==> src/core/timer_cfg.svh <==
// Constants for the periodic tick timer and cycle tally block
// ----------------------------------------------------------------------
// How it works
// - 32-bit up-counter runs free at 25 MHz
// - Reset forces cycle tally to zero
// - Tally increments exactly once per 25 MHz cycle
// - Tally rolls over from maximum to zero
// - Tally never raises interrupt or status flag
// - Tally may need 160 ns to clear
// - Tally readable at 09Ch, writes ignored
// - Bit 29 runs timer when set, halts when clear
// - Run falling to zero presets preload to FFFFh
// - Preload bits 15:0, read/write, default FFFFh
// - Live current count readable, resets to FFFFh
// - Timer raises first host interrupt after programmed interval, then every 65536 ticks
// - Down-count, wrap to FFFFh, set flag, interrupt
// - Wrap flag sticky, cleared by writing one
// - Each timer decrement spans 100 microseconds
// - Preload write immediately reloads current count
// ----------------------------------------------------------------------
`ifndef TIMER_CFG_SVH
`define TIMER_CFG_SVH

// ----------------------------------------------------------------------
// Timing
// ----------------------------------------------------------------------
`define CLK_PERIOD_NS 10
`define TALLY_PERIOD_NS 40
`define TALLY_DIV (`TALLY_PERIOD_NS / `CLK_PERIOD_NS)
`define TICK_PERIOD_US 100
`define TICK_DIV (`TICK_PERIOD_US * 1000 / `TALLY_PERIOD_NS)

// ----------------------------------------------------------------------
// Register map (byte addresses)
// ----------------------------------------------------------------------
`define ADDR_W 8
`define OFS_SETUP 8'h8C
`define OFS_CURRENT 8'h90
`define OFS_TALLY 8'h9C
`define OFS_WRAP_STS 8'hA0
`define OFS_WRAP_EN 8'hA4

// ----------------------------------------------------------------------
// Fields and reset values
// ----------------------------------------------------------------------
`define RUN_BIT 29
`define LOAD_MSB 15
`define WRAP_BIT 0
`define LOAD_RST 16'hFFFF
`define CURRENT_RST 16'hFFFF
`define CURRENT_WRAP 16'hFFFF
`define TALLY_RST 32'h0000_0000

`endif

==> src/core/timer_pkg.sv <==
// Types shared by the periodic tick timer and cycle tally block
package timer_pkg;

   typedef enum logic [1:0] {
      RESP_OKAY = 2'h0,
      RESP_SLVERR = 2'h2
   } axi_resp_type;

   typedef enum logic [5:0] {
      SEL_NONE = 6'h01,
      SEL_SETUP = 6'h02,
      SEL_CURRENT = 6'h04,
      SEL_TALLY = 6'h08,
      SEL_STS = 6'h10,
      SEL_EN = 6'h20
   } reg_sel_type;

   typedef struct packed {
      logic [11:0] cnt;
   } presc_state_type;

   typedef struct packed {
      logic [31:0] tally;
      logic run;
      logic [15:0] preload;
      logic [15:0] current;
      logic wrap_flag;
      logic irq_en;
      logic aw_full;
      logic [7:0] aw_addr;
      logic w_full;
      logic [31:0] w_data;
      logic [3:0] w_strb;
      logic bvalid;
      axi_resp_type bresp;
      logic rvalid;
      logic [31:0] rdata;
      axi_resp_type rresp;
   } timer_state_type;

endpackage : timer_pkg

==> src/core/tick_prescaler.sv <==
// Enable-pulse divider with synchronous restart
`timescale 1ns/1ps
module tick_prescaler import timer_pkg::*; #(
   parameter logic [11:0] DIVIDE = 12'h004
) (
   input wire logic clk,
   input wire logic rst_n,
   input wire logic step,
   input wire logic restart,
   output logic pulse
);

   presc_state_type q;
   presc_state_type d;

   // Pulse is suppressed while restarting so a fresh period is whole
   always_comb begin
      d = q;
      pulse = step && !restart && (q.cnt == DIVIDE - 12'h001);
      if (restart) begin
         d.cnt = 12'h000;
      end else if (step) begin
         d.cnt = pulse ? 12'h000 : q.cnt + 12'h001;
      end
   end

   always_ff @(posedge clk or negedge rst_n) begin
      if (!rst_n) begin
         q <= '0;
      end else begin
         q <= d;
      end
   end

endmodule : tick_prescaler

==> src/core/periodic_timer_top.sv <==
// Periodic tick timer and free-running cycle tally behind AXI4-Lite
`timescale 1ns/1ps
`include "timer_cfg.svh"
module periodic_timer_top import timer_pkg::*; #(
   parameter logic [11:0] TICK_DIV = 12'(`TICK_DIV)
) (
   input wire logic REF_CLK,
   input wire logic RESET_N,
   input wire logic [7:0] S_AXI_AWADDR,
   input wire logic S_AXI_AWVALID,
   output logic S_AXI_AWREADY,
   input wire logic [31:0] S_AXI_WDATA,
   input wire logic [3:0] S_AXI_WSTRB,
   input wire logic S_AXI_WVALID,
   output logic S_AXI_WREADY,
   output logic [1:0] S_AXI_BRESP,
   output logic S_AXI_BVALID,
   input wire logic S_AXI_BREADY,
   input wire logic [7:0] S_AXI_ARADDR,
   input wire logic S_AXI_ARVALID,
   output logic S_AXI_ARREADY,
   output logic [31:0] S_AXI_RDATA,
   output logic [1:0] S_AXI_RRESP,
   output logic S_AXI_RVALID,
   input wire logic S_AXI_RREADY,
   output logic TIMER_IRQ
);

   // -------------------------------------------------------------------
   // Decoding
   // -------------------------------------------------------------------
   // Low address bits are ignored: every register is one aligned word
   function automatic reg_sel_type reg_decode(input logic [7:0] addr);
      logic [7:0] word;
      word = {addr[7:2], 2'h0};
      case (word)
         `OFS_SETUP: reg_decode = SEL_SETUP;
         `OFS_CURRENT: reg_decode = SEL_CURRENT;
         `OFS_TALLY: reg_decode = SEL_TALLY;
         `OFS_WRAP_STS: reg_decode = SEL_STS;
         `OFS_WRAP_EN: reg_decode = SEL_EN;
         default: reg_decode = SEL_NONE;
      endcase
   endfunction : reg_decode

   timer_state_type q;
   timer_state_type d;
   logic en25;
   logic tick;
   logic wr_fire;
   logic wr_setup;
   logic sts_clr;
   reg_sel_type wr_sel;
   reg_sel_type rd_sel;
   logic [31:0] wmask;
   logic [31:0] setup_old;
   logic [31:0] setup_new;

   // Write decode stays outside the next-state process: the tick divider
   // restarts on it and its pulse feeds that process, so inside it would
   // close a loop through the process
   assign wr_fire = q.aw_full && q.w_full && !q.bvalid;
   assign wr_sel = reg_decode(q.aw_addr);
   assign wr_setup = wr_fire && (wr_sel == SEL_SETUP) && (|q.w_strb);

   // -------------------------------------------------------------------
   // Rate enables
   // -------------------------------------------------------------------
   // 25 MHz step for the tally, derived from the 100 MHz clock
   tick_prescaler #(
      .DIVIDE(12'(`TALLY_DIV))
   ) tally_div (
      .clk(REF_CLK),
      .rst_n(RESET_N),
      .step(1'h1),
      .restart(1'h0),
      .pulse(en25)
   );

   // 100 us tick; restarting on reload or halt keeps the first period
   // after a reload whole instead of a random fraction
   tick_prescaler #(
      .DIVIDE(TICK_DIV)
   ) tick_div (
      .clk(REF_CLK),
      .rst_n(RESET_N),
      .step(en25),
      .restart(wr_setup || !q.run),
      .pulse(tick)
   );

   genvar lane;
   generate
      for (lane = 0; lane < 4; lane = lane + 1) begin : g_lane
         assign wmask[8*lane+:8] = {8{q.w_strb[lane]}};
      end
   endgenerate

   // -------------------------------------------------------------------
   // Next state
   // -------------------------------------------------------------------
   always_comb begin
      d = q;
      rd_sel = reg_decode(S_AXI_ARADDR);
      sts_clr = wr_fire && (wr_sel == SEL_STS) && q.w_strb[0]
         && q.w_data[`WRAP_BIT];
      setup_old = 32'h0000_0000;
      setup_old[`RUN_BIT] = q.run;
      setup_old[`LOAD_MSB:0] = q.preload;
      setup_new = (setup_old & ~wmask) | (q.w_data & wmask);

      // Address and data are taken independently, in either order
      if (S_AXI_AWVALID && !q.aw_full) begin
         d.aw_full = 1'h1;
         d.aw_addr = S_AXI_AWADDR;
      end
      if (S_AXI_WVALID && !q.w_full) begin
         d.w_full = 1'h1;
         d.w_data = S_AXI_WDATA;
         d.w_strb = S_AXI_WSTRB;
      end
      if (q.bvalid && S_AXI_BREADY) begin
         d.bvalid = 1'h0;
      end

      // Free-running tally; wrap is plain modulo, with no flag
      if (en25) begin
         d.tally = q.tally + 32'h0000_0001;
      end

      // Clear first so that a wrap in the same cycle still sets the flag
      if (sts_clr) begin
         d.wrap_flag = 1'h0;
      end
      if (tick && q.run) begin
         if (q.current == 16'h0000) begin
            d.current = `CURRENT_WRAP;
            d.wrap_flag = 1'h1;
         end else begin
            d.current = q.current - 16'h0001;
         end
      end

      if (wr_fire) begin
         d.aw_full = 1'h0;
         d.w_full = 1'h0;
         d.bvalid = 1'h1;
         d.bresp = (wr_sel == SEL_NONE) ? RESP_SLVERR : RESP_OKAY;
         case (wr_sel)
            SEL_SETUP: begin
               if (|q.w_strb) begin
                  d.run = setup_new[`RUN_BIT];
                  d.preload = setup_new[`LOAD_MSB:0];
                  if (q.run && !setup_new[`RUN_BIT]) begin
                     d.preload = `LOAD_RST;
                  end
                  // Reload wins over a decrement in the same cycle
                  d.current = d.preload;
               end
            end
            SEL_EN: begin
               if (q.w_strb[0]) begin
                  d.irq_en = q.w_data[`WRAP_BIT];
               end
            end
            // Tally and current count are read only
            default: begin
               d.bresp = d.bresp;
            end
         endcase
      end

      if (q.rvalid && S_AXI_RREADY) begin
         d.rvalid = 1'h0;
      end
      if (S_AXI_ARVALID && !q.rvalid) begin
         d.rvalid = 1'h1;
         d.rresp = RESP_OKAY;
         d.rdata = 32'h0000_0000;
         case (rd_sel)
            SEL_SETUP: begin
               d.rdata = setup_old;
            end
            SEL_CURRENT: begin
               d.rdata[15:0] = q.current;
            end
            SEL_TALLY: begin
               d.rdata = q.tally;
            end
            SEL_STS: begin
               d.rdata[`WRAP_BIT] = q.wrap_flag;
            end
            SEL_EN: begin
               d.rdata[`WRAP_BIT] = q.irq_en;
            end
            default: begin
               d.rresp = RESP_SLVERR;
            end
         endcase
      end
   end

   // -------------------------------------------------------------------
   // State register
   // -------------------------------------------------------------------
   // The tally clears as reset asserts, well inside its allowed window
   always_ff @(posedge REF_CLK or negedge RESET_N) begin
      if (!RESET_N) begin
         q <= '0;
         q.tally <= `TALLY_RST;
         q.preload <= `LOAD_RST;
         q.current <= `CURRENT_RST;
         q.bresp <= RESP_OKAY;
         q.rresp <= RESP_OKAY;
      end else begin
         q <= d;
      end
   end

   // -------------------------------------------------------------------
   // Outputs
   // -------------------------------------------------------------------
   assign S_AXI_AWREADY = !q.aw_full;
   assign S_AXI_WREADY = !q.w_full;
   assign S_AXI_BVALID = q.bvalid;
   assign S_AXI_BRESP = q.bresp;
   assign S_AXI_ARREADY = !q.rvalid;
   assign S_AXI_RVALID = q.rvalid;
   assign S_AXI_RDATA = q.rdata;
   assign S_AXI_RRESP = q.rresp;
   assign TIMER_IRQ = q.wrap_flag && q.irq_en;
endmodule : periodic_timer_top

==> config.mk <==
export PLATFORM = sky130hd
export DESIGN_NAME = periodic_timer_top
export DESIGN_NICKNAME = d
export VERILOG_FILES = /design/src/core/timer_pkg.sv /design/src/core/tick_prescaler.sv /design/src/core/periodic_timer_top.sv
export VERILOG_INCLUDE_DIRS = /design/src /design/src/core
export SDC_FILE = /design/constraint.sdc
export NUM_CORES = 1
export LEC_CHECK = 0
export ABC_AREA = 1
export BUFFER_PORTS_ARGS = -buffer_cell sky130_fd_sc_hd__buf_4
export CAP_MARGIN = 5
export CORE_MARGIN = 4
export CORE_UTILIZATION = 50
export CTS_CLUSTER_SIZE = 8
export DETAILED_ROUTE_END_ITERATION = 10
export GPL_TIMING_DRIVEN = 1
export HOLD_SLACK_MARGIN = 0.03
export PLACE_DENSITY_LB_ADDON = 0.3
export SKIP_CTS_REPAIR_TIMING = 1
export SYNTH_ARGS = -nofsm -noshare
export SYNTH_HDL_FRONTEND = slang
export SYNTH_HIERARCHICAL = 1
export SYNTH_SLANG_ARGS = --single-unit
==> constraint.sdc <==
create_clock -name REF_CLK -period 2.9 [get_ports REF_CLK]
set_input_delay 0.58 -clock REF_CLK [delete_from_list [all_inputs] [get_ports REF_CLK]]
set_output_delay 0.58 -clock REF_CLK [all_outputs]
set_load 0.02 [all_outputs]
-- Word level (Yosys, flattened, before mapping)
Cells that the tools add are included.
- register bits after elaboration: 175
- bits of input ports: 59
- output and inout port bits: 42
- add/subtract/negate cells: 4
- equality and inequality tests: 21
- muxes and demuxes: 27
- bitwise logic cells: 4
- reduce and logical (&&, ||, !) cells: 35
- operator list (cell ; count):
    $mux 16 ; 5
    $eq 6x6->1 const B ; 12
    $and 30x30->30 ; 2
    $pmux 6 s5 ; 2
    $mux 12 ; 4
    $pmux 15 s3 ; 1
    $mux 37 ; 1
    $mux 35 ; 1
    $add 32x1->32 const B ; 1
    $pmux 16 s2 ; 1
    $not 30->30 ; 1
    $or 30x30->30 ; 1
    $add 12x1->12 const B ; 2
    $logic_and 1x1->1 ; 17
    $mux 17 ; 1
    $logic_not 16->1 ; 1
    $sub 16x1->16 const B ; 1
    $eq 12x12->1 const B ; 1
    $eq 12x2->1 const B ; 1
    $eq 6x2->1 const B ; 2
    $eq 6x5->1 const B ; 2
    $reduce_bool 2->1 ; 5
    $mux 9 ; 1
    $logic_not 1->1 ; 7
    11 further kinds ; 18

-- Depth between registers and ports, before layout
- word-level depth: 14
- mapped depth: 16
- mapped depth without buffers: 16

-- Cells and area by module
The synthesis kept the hierarchy.
- by module, submodules not included (module ; instances ; cells each ; area an instance (sq um) ; seq. area each (sq um)):
    periodic_timer_top ; 1 ; 859 ; 7061.8 ; 3343.2
    tick_prescaler at tally_div ; 1 ; 109 ; 744.5 ; 300.3
    tick_prescaler at tick_div ; 1 ; 94 ; 742.0 ; 300.3

-- Least setup slack after synthesis
OpenSTA, ideal clock, no wires.
- path type: reg-to-reg
- start: register tally_div/q[0] (netlist bit)
- end: register q[99] (netlist bit)
- library setup time: 0.084 ns
- data arrival time: 2.421 ns
- setup slack: 0.396 ns
- stages on the path, launching flop included: 17
- path buffers: 0
- clock period less this slack: 2.504 ns
- cells stage by stage: dfrtp_1 ha_1 nand2_1 nor2_1 nand3_1 nor3_1 inv_1 nor3_1 nand2_2 inv_1 nand2_1 nor2_1 nand2_1 nand2_1 nand2_1 nor2_1 nor2_1
- RTL lines (what ; line ; source):
    start, declared ; tick_prescaler.sv:13 ; presc_state_type q;
    start signal, assigned ; tick_prescaler.sv:29 ; q <= '0;
    start signal, assigned ; tick_prescaler.sv:31 ; q <= d;
    end, declared ; periodic_timer_top.sv:46 ; timer_state_type q;

==> run summary <==
status - finished clean
RSZ-0062 raised after global routing - false
Yosys cell types - 46
DP HPWL - 13500 um
HP Class - input pin to asynchronous set/reset pin
antenna violations before repair - 0
standard-cell rows - 47
top sig layer - met4
die width - 139 um
cells taking the most area after synthesis - dfrtp_1, nand2_1, dfstp_2, inv_1, nor2_1
Root Buffer - clkbuf_16
Synth Warn # - 6
mapped cell area - 8550 um2
mean post-synth cell area - 8.05 um2
final WL - 18500 um
vias per cell - 5.07
critical-path cell list - ha_1, nand2_1, nor2_1, nand3_1, nor3_2, inv_1, nor3_2, nand2_2, inv_1, nand2_1, nor2_1, nand2_1, nand2_1, nand2_1, nor2_1, nor2_1
Max Transition Viols Final - 0
register area share after synthesis - 46.1%
Syn Inst Count - 1062
Layout area overhead - 14.3%
I/O Buffers - 79
Synth area leader - dfrtp_1
CTS Buffer Depth - 2
Sink Count - 156
setup tns final - 0 ps
CTS tree - built
Starting Density - 51.4%
CP max-delay cell - dfrtp_1
EDFF count, synth - 0
final setup vio count - 0
layout cells sized above 1 - 19.5%
Pwr Total - 6670 uW
Critical Path End Type - register
GRT Overall Usage - 19.8%
first-pass GRT wire length - 31600 um
Worst Setup SP - tally_div/q[0]$_DFFE_PN0P_
vias in the first global route - 6497
crit path DAT - 2910 ps
Clk Latency, worst-skew pair - 430 ps
Hold Fails Final Rpt - 0
Critical Path Fanout Max - 9
drt initial violations - 442
max cap viols - 0
crit-path max cell delay - 370 ps
async set or reset register ratio after synthesis - 100%
#FFs+latches synth - 156
maximum vdd drop - 0.504 mV
Core Box Area - 16600 um2
die extent in y - 139 um
Met3 Wirelength - 737 um
RR Startpoint - tally_div/q[0]$_DFFE_PN0P_
clock transition at the registers of the reported paths - 60 ps
pin count of the biggest net entering global routing - 56
startpoint types - register
Pleak - 0.00467 uW
WL met1 - 8600 um
die area - 19300 um2
Yosys top cell area share - 36.3%
R2R cell count - 16
post-route minimum period - 2560 ps
Primary FF master, synth - dfrtp_1
Avg WL per Cell - 13.7 um
Data required, critical path - 3250 ps
FMAX - 390 MHz
Final ANT Viol Nets - 0
Top cell by count, worst path - nand2_1
Setup Skew - 8.21 ps
Setup Crit Path Kind - register to register
most frequent cells after synthesis - nand2_1, dfrtp_1, inv_1, nor2_1, nand3_1
CTS H-tree depth - 4
slew at the pin with the worst max-slew slack - 875 ps
Num CTS Buffers - 17
Pre-antenna DRT Iters - 5
worst rel slew slack - 41.5%
pwr dens - 683 nW/um2
worst setup path end - q[99]$_DFF_PN1_
metal2 WL - 8810 um
# nets final - 1178
GPL Wtd Cong - 0.896
most frequent cell after synthesis - nand2_1
Vias - 6828
R2R Setup Slk - 340 ps
num ports - 101
Worst R2R End - q[99]$_DFF_PN1_
Congestion Overflow GR - 0
period utilization - 88.3%
Ant. Diodes - 0
drt drc - 0
# fillers - 1513
==> worst min path at each step <==
stage,to,cells after the start,startpoint,slack [ps]
final,q[38]$_DFFE_PN0P_,1,RESET_N,110
after global routing,q[38]$_DFFE_PN0P_,1,RESET_N,140
after CTS,q[80]$_DFFE_PN0P_,1,RESET_N,120
after detailed placement,S_AXI_RDATA[10]$_DFFE_PN0P_,2,S_AXI_RDATA[10]$_DFFE_PN0P_,470
after global placement,S_AXI_RDATA[20]$_DFFE_PN0P_,2,S_AXI_RDATA[20]$_DFFE_PN0P_,470
after floorplan,S_AXI_BRESP[1]$_DFFE_PN0P_,0,RESET_N,280
==> critical path, delay by kind of cell, from the launching register on <==
kind | cells | cell delay [ps]
buffers and inverters | 2 | 300
DFF | 1 | 370
and+or+nand+nor | 13 | 1590
adders and majority gates | 1 | 230
==> kinds of logic (layout without fill, tap and decap cells) <==
group           after synthesis  in the layout  synth area share, %
compound gates              125            125                 8.96
xor+xnor                     37             37                 3.79
fa+ha+maj                     4              4                0.586
buf+inv                     191            252                 10.4
flops                       156            156                 46.1
mux                          21             21                 2.77
other cells                   2              7               0.0879
simple gates                526            526                 27.3
==> cell usage in the layout, fill, tap and decap left out, types with 6 or more instances in the layout <==
cell type  synthesis  layout
a21oi_1           21      21
buf_4             37      88
clkbuf_16          0      17
conb_1             2       7
dfrtp_1          124     124
dfstp_2           32      32
inv_1            119     119
inv_2              9       9
mux2_2            21      21
nand2_1          300     300
nand3_1           46      46
nand4_1           20      20
nor2_1           107     107
nor2_2            10      10
nor3_1            16      14
o211ai_1           6       6
o21ai_0           43      43
o21ai_1            9       9
o221ai_1          13      13
o31ai_1           14      14
xor2_1            32      32
==> per-layer routing <==
| metal | track usage (%) | vias up |
|---|---|---|
| li1 | - | 3471 |
| met3 | 3.66 | 23 |
| met2 | 32.4 | 141 |
| met1 | 27.0 | 3193 |
| met5 | 0 | - |
| met4 | 6.02 | 0 |
==> area by class of cell <==
class / instances / area [um2] / area share [%]
flip-flops and latches: 156 / 3940 / 40.4
clock buffers: 21 / 460 / 4.71
inverters: 129 / 485 / 4.97
clock inverters: 11 / 144 / 1.47
repair buffers: 91 / 712 / 7.29
well taps: 220 / 275 / 2.82
multi-input cells: 720 / 3750 / 38.4
==> sequential cells by signal, indices dropped and copies added (netlist names) <==
register and flops:
tick_div/q 12, S_AXI_BVALID 1, S_AXI_RRESP 1, q 96, tally_div/q 12, S_AXI_RVALID 1, S_AXI_BRESP 1, S_AXI_RDATA 32
==> where the power goes <==
part	switching (uW)	internal, uW
Combinational	827	573
Sequential	288	2710
Clock	879	1400
==> through the flow <==
step | instance area, um2 | instances | setup WS, ps | util (%) | hold WS (ps)
after floorplan | 8570 | 1067 | 396 | - | 284
after global placement | 9150 | 1316 | 281 | 55.0 | 467
after detailed placement | 9150 | 1316 | 224 | 55.0 | 467
after CTS | 9760 | 1348 | 158 | 58.6 | 119
after global routing | 9770 | 1348 | 42.1 | 58.7 | 139
final | 9770 | 1348 | 339 | 58.7 | 107
(Power assumes the default switching activity.)
